`src/design/wtb_defines.vh`:
```
// register map and field positions of the waveform timer block
`ifndef WTB_DEFINES_VH
`define WTB_DEFINES_VH
`define WTB_CH_STRIDE   8'h40
`define WTB_OFF_CCR     6'h00
`define WTB_OFF_CMR     6'h04
`define WTB_OFF_CV      6'h10
`define WTB_OFF_CMPA    6'h14
`define WTB_OFF_CMPB    6'h18
`define WTB_OFF_CMPC    6'h1C
`define WTB_OFF_SR      6'h20
`define WTB_OFF_IER     6'h24
`define WTB_OFF_IDR     6'h28
`define WTB_OFF_IMR     6'h2C
`define WTB_ADR_BCR     8'hC0
`define WTB_ADR_BMR     8'hC4
`define WTB_CCR_CLKEN   0
`define WTB_CCR_CLKDIS  1
`define WTB_CCR_SWTRIG  2
`define WTB_CMR_CLKSEL  2:0
`define WTB_CMR_INVERT  3
`define WTB_CMR_STOPC   6
`define WTB_CMR_DISC    7
`define WTB_CMR_EDGE    9:8
`define WTB_CMR_EVSEL   11:10
`define WTB_CMR_EVTRG   12
`define WTB_CMR_CTRG    14
`define WTB_CMR_WAVE    15
`define WTB_CMR_A_CMPA  17:16
`define WTB_CMR_A_CMPC  19:18
`define WTB_CMR_A_EVT   21:20
`define WTB_CMR_A_SW    23:22
`define WTB_CMR_B_CMPB  25:24
`define WTB_CMR_B_CMPC  27:26
`define WTB_CMR_B_EVT   29:28
`define WTB_CMR_B_SW    31:30
`define WTB_SR_CPA      2
`define WTB_SR_CPB      3
`define WTB_SR_CPC      4
`define WTB_SR_OVF      0
`define WTB_SR_ETRG     7
`define WTB_SR_CLKSTA   16
`define WTB_SR_MTIOA    17
`define WTB_SR_MTIOB    18
`define WTB_FLAG_MASK   8'h9D
`define WTB_ACT_NONE    2'h0
`define WTB_ACT_SET     2'h1
`define WTB_ACT_CLR     2'h2
`define WTB_ACT_TOG     2'h3
`define WTB_ROUTE_PIN   2'h0
`define WTB_ROUTE_NONE  2'h1
`define WTB_ROUTE_LO    2'h2
`define WTB_ROUTE_HI    2'h3
`define WTB_MAX_COUNT   16'hFFFF
`endif

```
`src/design/wtb_top.v`:
```
// three-channel waveform timer with register port and clock routing
`timescale 1ns/10ps
`include "wtb_defines.vh"
module wtb_top #(
	parameter NCH = 3
) (
	input  wire         clk,
	input  wire         sys_rst,
	input  wire [7:0]   reg_addr,
	input  wire [31:0]  reg_wdata,
	input  wire         reg_wr,
	input  wire         reg_rd,
	output reg  [31:0]  reg_rdata,
	input  wire [2:0]   ext_clock_pin,
	input  wire [2:0]   io_line_a_in,
	output reg  [2:0]   io_line_a_out,
	output reg  [2:0]   io_line_a_oe,
	input  wire [2:0]   io_line_b_in,
	output reg  [2:0]   io_line_b_out,
	output reg  [2:0]   io_line_b_oe,
	output wire [2:0]   irq
);
////////////////////////////////////////////////////////////////////////////////
reg  [5:0]  bmr_q;
reg  [2:0]  ext_clock_line;
wire        bcr_hit = reg_wr && reg_addr == `WTB_ADR_BCR;
wire        sync_trig = bcr_hit && reg_wdata[0];
reg  [31:0] ch_rdata [0:NCH-1];
reg  [2:0]  ch_rd_hit_q;
reg         bmr_rd_q;

always @(posedge clk or posedge sys_rst) begin
	if (sys_rst) begin
		bmr_q <= 6'h00;
		bmr_rd_q <= 1'b0;
	end else begin
		if (reg_wr && reg_addr == `WTB_ADR_BMR)
			bmr_q <= reg_wdata[5:0];
		bmr_rd_q <= reg_rd && reg_addr == `WTB_ADR_BMR;
	end
end

// external clock line muxing from pins or sibling line a outputs
always @* begin
	case (bmr_q[1:0])
	`WTB_ROUTE_PIN:  ext_clock_line[0] = ext_clock_pin[0];
	`WTB_ROUTE_LO:   ext_clock_line[0] = io_line_a_out[1];
	`WTB_ROUTE_HI:   ext_clock_line[0] = io_line_a_out[2];
	default:         ext_clock_line[0] = 1'b0;
	endcase
	case (bmr_q[3:2])
	`WTB_ROUTE_PIN:  ext_clock_line[1] = ext_clock_pin[1];
	`WTB_ROUTE_LO:   ext_clock_line[1] = io_line_a_out[0];
	`WTB_ROUTE_HI:   ext_clock_line[1] = io_line_a_out[2];
	default:         ext_clock_line[1] = 1'b0;
	endcase
	case (bmr_q[5:4])
	`WTB_ROUTE_PIN:  ext_clock_line[2] = ext_clock_pin[2];
	`WTB_ROUTE_LO:   ext_clock_line[2] = io_line_a_out[0];
	`WTB_ROUTE_HI:   ext_clock_line[2] = io_line_a_out[1];
	default:         ext_clock_line[2] = 1'b0;
	endcase
end

////////////////////////////////////////////////////////////////////////////////
genvar g;
generate
for (g = 0; g < NCH; g = g + 1) begin : ch
	reg  [31:0] cmr_q;
	reg  [15:0] cv_q;
	reg  [15:0] cmpa_q;
	reg  [15:0] cmpb_q;
	reg  [15:0] cmpc_q;
	reg  [7:0]  sr_q;
	reg  [7:0]  imr_q;
	reg         clken_q;
	reg         run_q;
	reg  [6:0]  pre_q;
	reg         evsrc_prev_q;
	reg         tick_src_prev_q;
	reg  [31:0] rd_q;
	localparam [31:0] BASE = `WTB_CH_STRIDE * g;
	wire        hit  = reg_addr[7:6] == BASE[7:6];
	wire [5:0]  off  = reg_addr[5:0];
	wire        wr   = reg_wr && hit && reg_addr[7:6] != 2'h3;
	wire        rd   = reg_rd && hit && reg_addr[7:6] != 2'h3;
	wire        wave = cmr_q[`WTB_CMR_WAVE];
	wire        ccr_wr = wr && off == `WTB_OFF_CCR;
	wire        sw_trig = (ccr_wr && reg_wdata[`WTB_CCR_SWTRIG]) || sync_trig;
	wire        b_is_event = cmr_q[`WTB_CMR_EVSEL] == 2'h0;
	reg         ev_src;
	reg         ev_prev;
	reg         tick_src;
	reg         tick;
	reg         ext_evt;
	wire        c_match;
	wire        a_match;
	wire        b_match;
	wire        trig;
	wire        ovf;
	reg  [1:0]  a_act;
	reg  [1:0]  b_act;

	// event source choice: line b or one of the routed clock lines
	always @* begin
		case (cmr_q[`WTB_CMR_EVSEL])
		2'h0:    ev_src = io_line_b_in[g];
		2'h1:    ev_src = ext_clock_line[0];
		2'h2:    ev_src = ext_clock_line[1];
		default: ev_src = ext_clock_line[2];
		endcase
		ev_prev = evsrc_prev_q;
		case (cmr_q[`WTB_CMR_EDGE])
		2'h1:    ext_evt = ev_src && !ev_prev;
		2'h2:    ext_evt = !ev_src && ev_prev;
		2'h3:    ext_evt = ev_src != ev_prev;
		default: ext_evt = 1'b0;
		endcase
		case (cmr_q[`WTB_CMR_CLKSEL])
		3'h5:    tick_src = ext_clock_line[0];
		3'h6:    tick_src = ext_clock_line[1];
		3'h7:    tick_src = ext_clock_line[2];
		default: tick_src = 1'b0;
		endcase
		// internal prescaler taps; external lines counted on chosen edge
		case (cmr_q[`WTB_CMR_CLKSEL])
		3'h0:    tick = pre_q[0];
		3'h1:    tick = &pre_q[2:0];
		3'h2:    tick = &pre_q[4:0];
		3'h3:    tick = &pre_q[6:0];
		3'h4:    tick = &pre_q[6:0];
		default: tick = cmr_q[`WTB_CMR_INVERT] ? (!tick_src && tick_src_prev_q)
		               : (tick_src && !tick_src_prev_q);
		endcase
	end

	assign c_match = wave && run_q && tick && cv_q == cmpc_q;
	assign a_match = wave && run_q && tick && cv_q == cmpa_q;
	assign b_match = wave && run_q && tick && cv_q == cmpb_q;
	wire   etrig   = ext_evt && cmr_q[`WTB_CMR_EVTRG];
	assign trig    = sw_trig || etrig || (c_match && cmr_q[`WTB_CMR_CTRG]);
	assign ovf     = run_q && tick && cv_q == `WTB_MAX_COUNT;

	// the action of the highest priority event wins for each line, even when that action is none
	always @* begin
		a_act = `WTB_ACT_NONE;
		b_act = `WTB_ACT_NONE;
		if (sw_trig) begin
			a_act = cmr_q[`WTB_CMR_A_SW];
			b_act = cmr_q[`WTB_CMR_B_SW];
		end else if (ext_evt) begin
			a_act = cmr_q[`WTB_CMR_A_EVT];
			b_act = cmr_q[`WTB_CMR_B_EVT];
		end else if (c_match) begin
			a_act = cmr_q[`WTB_CMR_A_CMPC];
			b_act = cmr_q[`WTB_CMR_B_CMPC];
		end else begin
			a_act = a_match ? cmr_q[`WTB_CMR_A_CMPA] : `WTB_ACT_NONE;
			b_act = b_match ? cmr_q[`WTB_CMR_B_CMPB] : `WTB_ACT_NONE;
		end
	end

	assign irq[g] = |(sr_q & imr_q);

	always @(posedge clk or posedge sys_rst) begin
		if (sys_rst) begin
			cmr_q <= 32'h00000000;
			cv_q <= 16'h0000;
			cmpa_q <= 16'h0000;
			cmpb_q <= 16'h0000;
			cmpc_q <= 16'h0000;
			sr_q <= 8'h00;
			imr_q <= 8'h00;
			clken_q <= 1'b0;
			run_q <= 1'b0;
			pre_q <= 7'h00;
			evsrc_prev_q <= 1'b0;
			tick_src_prev_q <= 1'b0;
			rd_q <= 32'h00000000;
			io_line_a_out[g] <= 1'b0;
			io_line_b_out[g] <= 1'b0;
			io_line_a_oe[g] <= 1'b0;
			io_line_b_oe[g] <= 1'b0;
		end else begin
			pre_q <= pre_q + 7'h01;
			evsrc_prev_q <= ev_src;
			tick_src_prev_q <= tick_src;
			if (wr && off == `WTB_OFF_CMR)
				cmr_q <= reg_wdata;
			if (wr && off == `WTB_OFF_CMPA && wave)
				cmpa_q <= reg_wdata[15:0];
			if (wr && off == `WTB_OFF_CMPB && wave)
				cmpb_q <= reg_wdata[15:0];
			if (wr && off == `WTB_OFF_CMPC)
				cmpc_q <= reg_wdata[15:0];
			if (wr && off == `WTB_OFF_IER)
				imr_q <= imr_q | (reg_wdata[7:0] & `WTB_FLAG_MASK);
			else if (wr && off == `WTB_OFF_IDR)
				imr_q <= imr_q & ~reg_wdata[7:0];
			// clock enable/disable; disable wins, trigger restarts if enabled
			if (ccr_wr && reg_wdata[`WTB_CCR_CLKDIS])
				clken_q <= 1'b0;
			else if (c_match && cmr_q[`WTB_CMR_DISC])
				clken_q <= 1'b0;
			else if (ccr_wr && reg_wdata[`WTB_CCR_CLKEN])
				clken_q <= 1'b1;
			if ((ccr_wr && reg_wdata[`WTB_CCR_CLKDIS]) || (c_match && cmr_q[`WTB_CMR_DISC]))
				run_q <= 1'b0;
			else if (trig)
				run_q <= clken_q || (ccr_wr && reg_wdata[`WTB_CCR_CLKEN]);
			else if (c_match && cmr_q[`WTB_CMR_STOPC])
				run_q <= 1'b0;
			else if (ccr_wr && reg_wdata[`WTB_CCR_CLKEN])
				run_q <= 1'b1;
			if (trig)
				cv_q <= 16'h0000;
			else if (run_q && tick)
				cv_q <= cv_q + 16'h0001;
			// flags: a new event beats the clear of a read in the same cycle
			sr_q <= ((rd && off == `WTB_OFF_SR) ? 8'h00 : sr_q)
			      | ({7'h00, ovf} << `WTB_SR_OVF)
			      | ({7'h00, a_match} << `WTB_SR_CPA)
			      | ({7'h00, b_match} << `WTB_SR_CPB)
			      | ({7'h00, c_match} << `WTB_SR_CPC)
			      | ({7'h00, etrig} << `WTB_SR_ETRG);
			io_line_a_oe[g] <= wave;
			io_line_b_oe[g] <= wave && !b_is_event;
			if (wave) begin
				case (a_act)
				`WTB_ACT_SET: io_line_a_out[g] <= 1'b1;
				`WTB_ACT_CLR: io_line_a_out[g] <= 1'b0;
				`WTB_ACT_TOG: io_line_a_out[g] <= !io_line_a_out[g];
				default:      io_line_a_out[g] <= io_line_a_out[g];
				endcase
				if (!b_is_event) begin
					case (b_act)
					`WTB_ACT_SET: io_line_b_out[g] <= 1'b1;
					`WTB_ACT_CLR: io_line_b_out[g] <= 1'b0;
					`WTB_ACT_TOG: io_line_b_out[g] <= !io_line_b_out[g];
					default:      io_line_b_out[g] <= io_line_b_out[g];
					endcase
				end
			end
			if (rd) begin
				case (off)
				`WTB_OFF_CMR: rd_q <= cmr_q;
				`WTB_OFF_CV:  rd_q <= {16'h0000, cv_q};
				`WTB_OFF_CMPA: rd_q <= {16'h0000, cmpa_q};
				`WTB_OFF_CMPB: rd_q <= {16'h0000, cmpb_q};
				`WTB_OFF_CMPC: rd_q <= {16'h0000, cmpc_q};
				`WTB_OFF_SR:  rd_q <= {13'h0000, io_line_b_in[g], io_line_a_out[g],
				                      clken_q, 8'h00, sr_q};
				`WTB_OFF_IMR: rd_q <= {24'h000000, imr_q};
				default:      rd_q <= 32'h00000000;
				endcase
			end
		end
	end
	always @* ch_rdata[g] = rd_q;
end
endgenerate

always @(posedge clk or posedge sys_rst) begin
	if (sys_rst)
		ch_rd_hit_q <= 3'h0;
	else
		ch_rd_hit_q <= {reg_rd && reg_addr[7:6] == 2'h2,
		                reg_rd && reg_addr[7:6] == 2'h1,
		                reg_rd && reg_addr[7:6] == 2'h0};
end

always @* begin
	reg_rdata = 32'h00000000;
	if (ch_rd_hit_q[0])
		reg_rdata = ch_rdata[0];
	else if (ch_rd_hit_q[1])
		reg_rdata = ch_rdata[1];
	else if (ch_rd_hit_q[2])
		reg_rdata = ch_rdata[2];
	else if (bmr_rd_q)
		reg_rdata = {26'h0000000, bmr_q};
end

endmodule

```
`config.mk`:
```
export PLATFORM = sky130hd
export DESIGN_NAME = wtb_top
export DESIGN_NICKNAME = d
export VERILOG_FILES = /design/src/design/wtb_top.v
export VERILOG_INCLUDE_DIRS = /design/src /design/src/design
export SDC_FILE = /design/constraint.sdc
export NUM_CORES = 1
export LEC_CHECK = 0
export BUFFER_PORTS_ARGS = -buffer_cell sky130_fd_sc_hd__buf_2
export CAP_MARGIN = 0
export CORE_ASPECT_RATIO = 0.75
export CORE_MARGIN = 2
export CORE_UTILIZATION = 56
export DETAILED_ROUTE_END_ITERATION = 8
export PLACE_DENSITY = 0.75
export SYNTH_ARGS = -nofsm -noshare
export SYNTH_HDL_FRONTEND = slang
export SYNTH_SLANG_ARGS = --single-unit
```
`constraint.sdc`:
```
create_clock -name clk -period 13.57 [get_ports clk]
set_input_delay 0.6785 -clock clk [delete_from_list [all_inputs] [get_ports clk]]
set_output_delay 0.6785 -clock clk [all_outputs]
set_load 0.02 [all_outputs]
```
==> results <==
- Among all flip-flop cells after synthesis, the most frequent one is sky130_fd_sc_hd__dfrtp_1.
- Of the cells placed in the final design, the portion with a size suffix greater than 1 is 21.80%.
- OpenSTA, run right after detailed placement, puts the worst setup slack at 9.446 ns.
- The smallest setup slack after layout is 9.393 ns.
- The final number of hold-violating endpoints came to 0.
- The routability-driven placement congestion ratio is 0.9617.
- After global routing the overflow that remains totals 0.
- The share of total power dissipated in sequential elements is 48.8%.
- The master cell of the clock root buffer is sky130_fd_sc_hd__clkbuf_16.
- The post-CTS resize count is 0.
- The worst pin sits at a relative slew slack of 25.92%.
- Static timing analysis puts the maximum clock frequency at 0.2394 GHz.
- The biggest area consumer among synthesized cells is sky130_fd_sc_hd__dfrtp_1.
- The pre-antenna-repair detailed-routing pass consisted of 8 iterations.
- The fraction of power consumed by the clock network is 42.0%.
- By instance count, the leading cell after synthesis is sky130_fd_sc_hd__dfrtp_1.
- The flow ran to the end, and the final reports show no timing, DRC or antenna violations.
- The starting DRC count in detailed routing is 2178.
- In this run the core area contains 66 standard-cell rows.
- The floorplan die height is 185 microns.
- Once detail routing completed, the nets flagged for antenna violations numbered 0.
- For the final routed database, the setup TNS stands at 0 ns.
- The clock period minus final worst setup slack is 4.177 ns.
- The clock edge transition at the registers on the reported setup and hold paths is 0.06 ns.
- The post-synthesis average cell area is 10.56 sq um.
- The fraction of met2 tracks used by global routing is 49.29%.
- Pin placement for this block handled 100 I/O pins.
- The routing layer with the top usage in global route is met2.
- The H-tree depth reported by CTS is 2.
- For this run, global-route usage on met1 was measured as 46.49%.
- The total die area is 45390 sq um.
- For flop-to-flop paths, the worst setup slack is 9.39 ns.
- Counting flops with a built-in enable in the synthesized netlist gives 0.
- The number of global-route vias before repair is 18380.
- The total routed wirelength is 76200 microns.
- The first global-routing pass estimated 113600 microns of wire.
- The combinational share of power is 9.2%.
- In this run the static leakage power is 12.50 nW.
- The total core area is 43190 sq um.
- For the pin with the worst max-slew slack, the measured transition is 1.101 ns.
- Clock latency on the worst-skew pair, taken at its later pin, is 0.58 ns.
- The number of storage elements in the synthesis netlist is 478.
- The class of the most critical hold timing path is in2async.
- The peak supply drop is 0.1469 mV.
- The cell internal power dissipation is 2.343 mW.
- Counting instances in the post-synthesis netlist gives the leading cell types as sky130_fd_sc_hd__dfrtp_1, sky130_fd_sc_hd__nand2_1, sky130_fd_sc_hd__mux2_2, sky130_fd_sc_hd__nor2_1, sky130_fd_sc_hd__clkbuf_1.
- The data arrival at the endpoint of the critical path is 4.64 ns.
- The required time at the worst-slack endpoint is 14.03 ns.
- In the synthesized netlist the async set-or-reset flop fraction comes to 100.0%.
- The area growth from synthesis to layout is 9.299%.
- The portion of the post-synthesis area used by sequential elements is 48.90%.
- The number of clock buffers added by TritonCTS is 46.
- The number of violations of the max-capacitance limit is 0.
- The initial standard-cell utilization of the core is 56.64%.
- The average detailed-routed wire length per instance is 26.11 microns.
- The worst setup path is launched from a register.
- Ranked by total cell area, the synthesized netlist is headed by sky130_fd_sc_hd__dfrtp_1, sky130_fd_sc_hd__mux2_2, sky130_fd_sc_hd__nand2_1.
- The worst clock skew is 0.01306 ns.
- STA classifies the critical path endpoint as a register.
- The number of setup buffers added after CTS is 0.
- The number of nets in the synthesized netlist is 2388.
- The cell area power density is 119.0 nW/um^2.
- The number of port buffers is 96.
- Along the worst path, the maximum fanout reaches 17.
- Setup repair after global routing left no endpoint under its margin.
- The number of antenna violations at the first check in global routing is 4.
- In this run switching power makes up 26.34% of total power.
- The total setup violations reported at the end of the flow is 0.
- In this run the deepest clock path goes through 3 buffers.
- For this run, design rule violations remaining after detail routing come to 0.
- The max-slew violation count is 0.
- The met3 demand-to-capacity share in global routing is 10.13%.
- After layout, the worst path uses 30.78% of the clock period.
- The clock net sink count is 478.
- The global-route usage over all layers is 33.38%.
- The net load switching power is 0.8378 mW.
- TritonCTS built the clock tree.
- The synthesized netlist cell count is 2317.
- The Yosys step of the flow raised 0 warnings.
- The kind of critical path is reg2reg.
- The layout has 3404 filler cells.
- The number of buffers inserted by hold repair at cts is 0.
- The total half-perimeter wirelength after legalization and detailed placement is 52270 microns.
- Counting cells, the worst reg-to-reg path comes to 11.
- After the last flow step, the layout net total stands at 2370.
- The top cell type by area accounts for 48.90% of the synthesized area.
- The distinct cell type count after synthesis is 76.
- The worst register-to-register path begins at io_line_a_out[1]$_DFFE_PP0P_.
- The capture instance of the worst register-to-register path is ch[2].run_q$_DFFE_PP0P_.
- The via total after detailed routing is 19180.
- Entering global routing, the biggest net connects 179 pins.
- The die extent in x is 245.3 microns.
- After detailed routing, the number of vias per cell comes to 6.573.
- The cell area after synthesis is 24460 sq um.
cell usage in the layout (no fill, tap or decap), types with 35 or more instances in the layout:
cell                        Yosys  layout
sky130_fd_sc_hd__a21oi_1       79      79
sky130_fd_sc_hd__a22o_1        35      35
sky130_fd_sc_hd__a22oi_1       63      63
sky130_fd_sc_hd__buf_2         27      96
sky130_fd_sc_hd__clkbuf_16      0      49
sky130_fd_sc_hd__dfrtp_1      478     477
sky130_fd_sc_hd__mux2_2       250     250
sky130_fd_sc_hd__mux2i_1       41      41
sky130_fd_sc_hd__nand2_1      270     270
sky130_fd_sc_hd__nand3_1       73      73
sky130_fd_sc_hd__nand4_1       35      35
sky130_fd_sc_hd__nor2_1       136     134
sky130_fd_sc_hd__o21ai_0      118     118
sky130_fd_sc_hd__xnor2_1      104     104
sky130_fd_sc_hd__xor2_1        76      76
stage by stage:
stage / utilization (%) / instances / hold slack, ns / power (mW) / cell area, sq um
2_1_floorplan: - / 2317 / 0.3519 / 1.750 / 24470
3_3_place_gp: 58.27 / 2829 / 0.4526 / 1.848 / 25170
3_5_place_dp: 58.27 / 2829 / 0.4563 / 1.860 / 25170
4_1_cts: 61.88 / 2913 / 0.3482 / 3.175 / 26720
5_1_grt: 61.89 / 2915 / 0.4000 / 3.270 / 26730
6_report: 61.91 / 2918 / 0.3259 / 3.181 / 26740
sequential cells by signal (all words and copies together) (netlist names), 6 cells and up, named ones only:
register	cells
ch.cmr_q	96
ch.rd_q	96
ch.cmpa_q	48
ch.cmpb_q	48
ch.cmpc_q	48
ch.cv_q	48
ch.pre_q	21
ch.sr_q	15
ch.imr_q	9
bmr_q	6
worst max path at each step:
stage                                  from                     endpoint  slack [ns]  cells after the start
2_1_floorplan                       sys_rst                    async pin        6.41                      1
6_report       io_line_a_out[1]$_DFFE_PP0P_      ch[2].run_q$_DFFE_PP0P_        9.39                     11
4_1_cts        io_line_a_out[1]$_DFFE_PP0P_      ch[2].run_q$_DFFE_PP0P_        9.53                     11
3_3_place_gp                        sys_rst  ch[1].cmr_q[23]$_DFFE_PP0P_        9.49                      5
5_1_grt        io_line_a_out[1]$_DFFE_PP0P_      ch[2].run_q$_DFFE_PP0P_        9.22                     11
3_5_place_dp                        sys_rst  ch[1].cmr_q[23]$_DFFE_PP0P_        9.45                      5
metal layers:
layer	wire length (microns)	part of all wire (%)
met1	31090	41
met2	33260	44
met3	8836	12
met4	3001	3.9
met5	13	0.017
final cells by class:
cell class	count	area (sq um)	share of cell area, %
Clock inverter	20	185.2	0.6926
Timing Repair Buffer	124	703.2	2.630
Clock buffer	64	1373	5.134
Multi-Input combinational cell	1618	11660	43.60
Antenna cell	5	12.51	0.04680
Inverter	31	120.1	0.4492
Sequential cell	478	11960	44.74
Tap cell	578	723.2	2.705
worst max-delay path, cell delays in order, from the launching register on:
cell and delay [ns]:
sky130_fd_sc_hd__dfrtp_1 0.58, sky130_fd_sc_hd__mux2_2 0.38, sky130_fd_sc_hd__a21o_2 0.31, sky130_fd_sc_hd__mux4_2 0.53, sky130_fd_sc_hd__ha_1 0.29, sky130_fd_sc_hd__and2_1 0.17
sky130_fd_sc_hd__o31ai_1 0.72, sky130_fd_sc_hd__nand2_1 0.16, sky130_fd_sc_hd__nand2_1 0.13, sky130_fd_sc_hd__a31o_2 0.42, sky130_fd_sc_hd__nand2_1 0.10, sky130_fd_sc_hd__a221oi_1 0.28
power groups by stage:
| stage | clock, mW | combinational, mW | sequential [mW] |
|---|---|---|---|
| finish | 1.34 | 0.293 | 1.55 |
| global route | 1.40 | 0.313 | 1.56 |
| CTS | 1.34 | 0.287 | 1.55 |
| detailed placement | 0 | 0.285 | 1.58 |
| global placement | 0 | 0.277 | 1.57 |
| floorplan | 0 | 0.226 | 1.52 |
cell families (layout without fill, tap and decap cells):
family / count (synthesis) / after routing / share of synthesized area (%)
muxes: 315 / 315 / 15.32
DFF: 478 / 478 / 48.90
AOI/OAI and AO/OA: 443 / 443 / 12.23
other: 0 / 5 / 0
xor gates and xnor gates: 180 / 180 / 6.445
buffers and inverters: 221 / 239 / 3.575
adders and majority gates: 18 / 18 / 0.9207
and+or+nand+nor: 662 / 662 / 12.61
No activity file was read; power rests on OpenSTA's default activity.
